### src/design/cbu_defs.svh
// Contract
// - upper byte E6 branches when negative set
// - upper byte E3 branches when carry clear
// - upper byte E7 branches when negative clear
// - upper byte E5 branches when overflow clear
// - upper byte E1 branches when zero clear
// - low byte is signed offset, doubled
// - taken: pc+2+2n, two cycles, second idle
// - offset added to already incremented pc
// - not taken: pc+2, one cycle, no write
`ifndef CBU_DEFS_SVH
`define CBU_DEFS_SVH
`define CBU_OP_NEG_SET 8'hE6
`define CBU_OP_CARRY_CLR 8'hE3
`define CBU_OP_NEG_CLR 8'hE7
`define CBU_OP_OVF_CLR 8'hE5
`define CBU_OP_ZERO_CLR 8'hE1
`define CBU_PC_STEP 21'h000002
`define CBU_PC_RESET 21'h000000
`define CBU_PH_WRITE 2'h3
`endif

### src/design/cbu_pkg.sv
`default_nettype none
package cbu_pkg;
	typedef struct packed {
		logic neg;
		logic ovf;
		logic zero;
		logic carry;
	} cbu_flags_t;
	typedef enum logic [1:0] {
		CBU_EXEC = 2'b00,
		CBU_IDLE = 2'b01
	} cbu_state_t;
	typedef struct packed {
		logic valid;
		logic [15:0] opcode;
	} cbu_instr_t;
endpackage : cbu_pkg
`default_nettype wire

### src/design/cbu_phase_gen.sv
`default_nettype none
// four-phase sequencer; o_q4 is a one-cycle enable closing each cycle
module cbu_phase_gen (
	input wire logic i_clk_sys, // system clock
	input wire logic i_rst, // sync reset
	output logic [1:0] o_phase, // current quarter phase
	output logic o_q4 // pulse in last phase
);
	`include "cbu_defs.svh"
	logic [1:0] phase_reg;
	always_ff @(posedge i_clk_sys) begin
		if (i_rst) begin
			phase_reg <= 2'h0;
		end else begin
			phase_reg <= phase_reg + 2'h1;
		end
	end
	assign o_phase = phase_reg;
	assign o_q4 = (phase_reg == `CBU_PH_WRITE);
endmodule : cbu_phase_gen
`default_nettype wire

### src/design/cbu_branch_unit.sv
`default_nettype none
module cbu_branch_unit #(
	parameter int PC_W = 21 // program counter width
) (
	input wire logic i_clk_sys, // system clock
	input wire logic i_rst, // sync reset, active high
	input wire cbu_pkg::cbu_instr_t i_instr, // fetched opcode, held a cycle
	input wire cbu_pkg::cbu_flags_t i_flags, // status from arithmetic unit
	input wire logic [PC_W-1:0] i_pc_inc, // pc already advanced
	output logic [PC_W-1:0] o_pc, // program counter
	output logic o_pc_wr, // pulse: pc loaded with target
	output logic o_taken, // pulse: branch taken
	output logic o_is_branch, // level: current op is ours
	output logic o_busy, // level: idle second cycle
	output logic o_done, // pulse: instruction completes
	output cbu_pkg::cbu_flags_t o_flags // status, passed unchanged
);
	import cbu_pkg::*;
	`include "cbu_defs.svh"

	// only the closing-phase pulse steers this unit; phase count unused
	logic q4;
	cbu_phase_gen u_phase (
		.i_clk_sys(i_clk_sys),
		.i_rst(i_rst),
		.o_phase(),
		.o_q4(q4)
	);

	wire logic [7:0] op_hi = i_instr.opcode[15:8];
	wire logic [7:0] offs = i_instr.opcode[7:0];
	wire logic hit_neg_set = (op_hi == `CBU_OP_NEG_SET);
	wire logic hit_carry_clr = (op_hi == `CBU_OP_CARRY_CLR);
	wire logic hit_neg_clr = (op_hi == `CBU_OP_NEG_CLR);
	wire logic hit_ovf_clr = (op_hi == `CBU_OP_OVF_CLR);
	wire logic hit_zero_clr = (op_hi == `CBU_OP_ZERO_CLR);
	wire logic is_branch = i_instr.valid & (hit_neg_set | hit_carry_clr |
		hit_neg_clr | hit_ovf_clr | hit_zero_clr);
	wire logic cond = (hit_neg_set & i_flags.neg)
		| (hit_carry_clr & ~i_flags.carry)
		| (hit_neg_clr & ~i_flags.neg)
		| (hit_ovf_clr & ~i_flags.ovf)
		| (hit_zero_clr & ~i_flags.zero);
	// sign-extend then double; shift before add keeps pc even
	wire logic [PC_W-1:0] disp =
		{{(PC_W-9){offs[7]}}, offs, 1'b0};
	wire logic [PC_W-1:0] target = i_pc_inc + disp;

	cbu_state_t state_reg, state_next;
	logic [PC_W-1:0] pc_reg, pc_next;
	logic pc_wr_reg, taken_reg, busy_reg, done_reg, isb_reg;
	cbu_flags_t flags_reg;
	wire logic exec_q4 = q4 & (state_reg == CBU_EXEC);
	wire logic take = exec_q4 & is_branch & cond;

	always_comb begin
		state_next = state_reg;
		pc_next = pc_reg;
		unique case (state_reg)
			CBU_EXEC: begin
				if (exec_q4) begin
					// non-branch ops and not-taken: plain increment
					pc_next = take ? target : i_pc_inc;
					if (take) begin
						state_next = CBU_IDLE;
					end
				end
			end
			CBU_IDLE: begin
				if (q4) begin
					state_next = CBU_EXEC; // forced no-op cycle
				end
			end
			default: begin
				state_next = CBU_EXEC;
			end
		endcase
	end

	always_ff @(posedge i_clk_sys) begin
		if (i_rst) begin
			state_reg <= CBU_EXEC;
			pc_reg <= PC_W'(`CBU_PC_RESET);
			pc_wr_reg <= 1'b0;
			taken_reg <= 1'b0;
			busy_reg <= 1'b0;
			done_reg <= 1'b0;
			isb_reg <= 1'b0;
			flags_reg <= '0;
		end else begin
			state_reg <= state_next;
			pc_reg <= pc_next;
			pc_wr_reg <= take;
			taken_reg <= take;
			busy_reg <= (state_next == CBU_IDLE);
			done_reg <= (exec_q4 & ~take) | (q4 & state_reg == CBU_IDLE);
			isb_reg <= is_branch;
			flags_reg <= i_flags;
		end
	end

	assign o_pc = pc_reg;
	assign o_pc_wr = pc_wr_reg;
	assign o_taken = taken_reg;
	assign o_busy = busy_reg;
	assign o_done = done_reg;
	assign o_is_branch = isb_reg;
	assign o_flags = flags_reg;
endmodule : cbu_branch_unit
`default_nettype wire

### config.mk
export PLATFORM = sky130hd
export DESIGN_NAME = cbu_branch_unit
export DESIGN_NICKNAME = d
export VERILOG_FILES = /design/src/design/cbu_pkg.sv /design/src/design/cbu_phase_gen.sv /design/src/design/cbu_branch_unit.sv
export VERILOG_INCLUDE_DIRS = /design/src /design/src/design
export SDC_FILE = /design/constraint.sdc
export NUM_CORES = 1
export LEC_CHECK = 0
export BUFFER_PORTS_ARGS = -buffer_cell sky130_fd_sc_hd__buf_2
export CORE_MARGIN = 2
export CORE_UTILIZATION = 47
export DETAILED_ROUTE_END_ITERATION = 16
export PLACE_DENSITY = 0.84
export SYNTH_ARGS = -nofsm -noshare
export SYNTH_HDL_FRONTEND = slang
export SYNTH_SLANG_ARGS = --single-unit
### constraint.sdc
create_clock -name i_clk_sys -period 2.2 [get_ports i_clk_sys]
set_clock_uncertainty 0.15 [all_clocks]
set_input_delay 0.22 -clock i_clk_sys [delete_from_list [all_inputs] [get_ports i_clk_sys]]
set_output_delay 0.22 -clock i_clk_sys [all_outputs]
set_load 0.05 [all_outputs]
==> reports/qor.json <==
{
  "status": {
    "outcome": "finished clean"
  },
  "synth": {
    "post_synth.cell_area_avg_um2": 8.15,
    "yosys.cell_types.count": 63,
    "synth-edff-count": 0,
    "syn_nets": 357,
    "ff_latch_count_synth": 33,
    "yosysSeqAreaShare_pct": 27.8,
    "syn-cell-area_mm2": 0.00238,
    "async_flop_share_pct": 0,
    "syn-instance-count": 292,
    "dominant_register_cell_in_the_synthesized_netlist": "sky130_fd_sc_hd__dfxtp_1",
    "synth_warnings": 0
  },
  "routing": {
    "detail_route.drc_violations": 0,
    "first_pass_iteration_count_of_the_detailed_router": 4,
    "routedWlPerCell_um": 14.5,
    "vias_per_cell": 5.60,
    "drtIter0Drc": 100,
    "drt.antenna.violating_nets": 0,
    "via_count": 2637,
    "totalWireLength_um": 6840
  },
  "critical_path": {
    "crit_type": "input port to register",
    "cp_cell_instances": "buf_2, ha_1, and3_1, a221oi_1, o21bai_1, o211ai_1, mux2_1, a221oi_1",
    "timing.critical_path.fanout_max": 4,
    "cp_slowest_stage_delay_ns": 0.36,
    "cp-end-kind": "register",
    "critical_path.most_common_cell": "sky130_fd_sc_hd__a221oi_1",
    "setup.worst_path.start_class": "input port",
    "crit_arrival_ns": 2.17,
    "critical_path_required_ns": 2.25,
    "worstPathBufferInverterCount": 1,
    "slowest_stage": "sky130_fd_sc_hd__mux2_1",
    "timing.critical_path.max_delay_family": "compound AO/OA/AOI/OAI gates"
  },
  "min_path": {
    "worst_hold_path_type": "input port to register"
  },
  "place": {
    "gpl.final_weighted_congestion": 0.880,
    "port_buffer_cells": 73,
    "dp_hpwl_um": 5180,
    "place.detailed.instances": 462
  },
  "timing": {
    "pins_over_slew_limit": 0,
    "setup_viol": 0,
    "worstMarginPinSlew_ns": 0.544,
    "fmax_mhz": 470,
    "timing_hold_violations_final": 0,
    "max_slew_margin_pct": 63.7,
    "finalWorstPathRequiredPeriod_ns": 2.13,
    "layout_worst_path_cycle_share_pct": 96.8
  },
  "clocking": {
    "tritoncts.num_buffers": 5,
    "cts_sinks": 33,
    "clock_pin_transition_on_the_worst_setup_and_hold_timing_paths_ns": 0.07,
    "clock-root-buffer": "sky130_fd_sc_hd__clkbuf_8",
    "tritoncts": "done",
    "clk_latency_ns": 0.29,
    "cts.htree.levels": 2,
    "clockBufferDepth": 2
  },
  "job": {
    "cap_violations": 0
  },
  "die": {
    "fp.coreArea_mm2": 0.00482,
    "die-height_um": 75.2,
    "die_area_mm2": 0.00565,
    "top_level_ports": 74,
    "num_rows": 25,
    "initial_core_util_pct": 49.4,
    "dieWidth_um": 75.2
  },
  "global_routing": {
    "grt.met2_usage_pct": 43.9,
    "grt.met3_usage_pct": 4.95,
    "grt-busiest-layer": "met2",
    "grtUsageMet1_pct": 28.0,
    "grt_antenna_before_repair": 0,
    "grt_start_max_net_pins": 27,
    "track_usage_pct": 24.3,
    "first_pass_grt_wire_length_um": 10700,
    "grt_pass1_vias": 2492,
    "grt-ovfl-total": 0
  },
  "pwr": {
    "peakVddDrop_uv": 246,
    "total_leakage_power_nw": 1.59,
    "total_power_mw": 1.65,
    "power_density_mw_per_mm2": 506
  },
  "final_layout": {
    "commonest_non_fill_non_tap_cell_in_the_layout": "sky130_fd_sc_hd__buf_2",
    "final_net_count": 468,
    "drive_above_1_share_pct": 36.9,
    "top_library_cells_by_usage_in_the_layout_fill_and_taps_aside": "sky130_fd_sc_hd__buf_2 (73), sky130_fd_sc_hd__buf_4 (48), sky130_fd_sc_hd__dfxtp_1 (33), sky130_fd_sc_hd__a21oi_1 (29), sky130_fd_sc_hd__nand2_1 (21)",
    "largest_register_ffs": 21,
    "insertedDiodeCount": 0,
    "area_growth_pct": 36.9,
    "finish.cell_count_without_fillers": 471
  }
}
[layer usage]
metal / part of all wire, % / routed length, um / up-vias
met3: 6.9 / 469 / 16
met5: 0 / 0 / -
met4: 1.9 / 133 / 0
met2: 50 / 3440 / 89
met1: 41 / 2800 / 1232
li1: - / - / 1300
[path summary, 6_finish.rpt]
kind	start	to	slack [ns]	cells past startpoint
max	i_instr[7]	o_pc[16]	0.07	8
min	i_flags[1]	o_flags[1]	0.01	2
max reg2reg	u_phase.o_phase[0]	o_pc[14]	0.17	6
min reg2reg	u_phase.o_phase[0]	u_phase.o_phase[0]	0.27	1
[cell type report]
| type | count | area, um2 |
|---|---|---|
| fill | 413 | 1560 |
| sequential | 33 | 661 |
| inverter | 11 | 41.3 |
| clock buffer | 6 | 72.6 |
| clock inverter | 2 | 10.0 |
| multi-input combinational | 231 | 1660 |
| timing repair buffer | 121 | 726 |
| tap | 67 | 83.8 |
[worst register-to-register path: stages (launching register included)]
cell,delay (ns)
sky130_fd_sc_hd__dfxtp_1,0.34
sky130_fd_sc_hd__ha_1,0.16
sky130_fd_sc_hd__inv_2,0.06
sky130_fd_sc_hd__or3_1,0.56
sky130_fd_sc_hd__buf_4,0.27
sky130_fd_sc_hd__nor3_2,0.28
sky130_fd_sc_hd__o2bb2ai_1,0.15
[where the power goes]
| group | internal (mW) | leakage (nW) | switching (mW) | total, mW |
|---|---|---|---|---|
| clock network | 0.219 | 0.0450 | 0.225 | 0.445 |
| registers | 0.617 | 0.269 | 0.00866 | 0.625 |
| logic | 0.262 | 1.27 | 0.318 | 0.579 |
| total | 1.10 | 1.59 | 0.552 | 1.65 |
[cell usage after synthesis (all sizes together), types with 2 or more instances]
library cell | number | area [um2]
dfxtp | 33 | 661
a21oi | 32 | 168
nand2 | 21 | 78.8
ha | 20 | 250
nor2 | 20 | 75.1
o21ai | 18 | 90.1
nor3 | 14 | 75.1
clkbuf | 12 | 45.0
inv | 11 | 41.3
a211oi | 8 | 70.1
a21o | 7 | 52.6
and3 | 7 | 45.1
mux2i | 7 | 70.1
nor2b | 7 | 51.3
xor2 | 7 | 61.3
buf | 5 | 32.5
o211ai | 5 | 37.5
a31oi | 4 | 25.0
nand3 | 4 | 20.0
nand4 | 4 | 25.0
or3 | 4 | 25.0
o21a | 3 | 23.8
o2bb2ai | 3 | 26.3
xnor2 | 3 | 26.3
a221oi | 2 | 17.5
a31o | 2 | 17.5
mux2 | 2 | 26.3
nand3b | 2 | 15.0
o2111ai | 2 | 17.5
o21bai | 2 | 15.0
o31ai | 2 | 28.8
o32ai | 2 | 17.5
[repair_timing]
item,4_1_cts,5_1_grt
hold buffers,0,0
buffers inserted,0,1
resized for setup,0,5
endpoints found under the setup margin,0,3
[per-stage QoR]
step                worst slack [ns]  hold WS, ns  TNS [ns]  utilization (%)  cell area, um2
floorplan                     -0.102        0.198    -0.102                -            2400
detailed placement            -0.255        0.261     -1.21             65.0            3130
CTS                           0.0389       0.0105         0             66.7            3210
global placement              -0.201        0.250    -0.708             65.0            3130
global route                -0.00120       0.0173  -0.00120             67.6            3260
finish                        0.0712       0.0145         0             67.6            3260
[cells by family after synthesis]
logic type	count (synthesis)	share of synthesized area, %
AOI/OAI and AO/OA	100	28.5
and+or+nand+nor	90	19.5
DFF	33	27.8
buffers and inverters	28	4.99
adders and majority gates	21	11.4
xor gates and xnor gates	10	3.68
muxes	9	4.05
other	1	0.158
(Power assumes the default switching activity.)
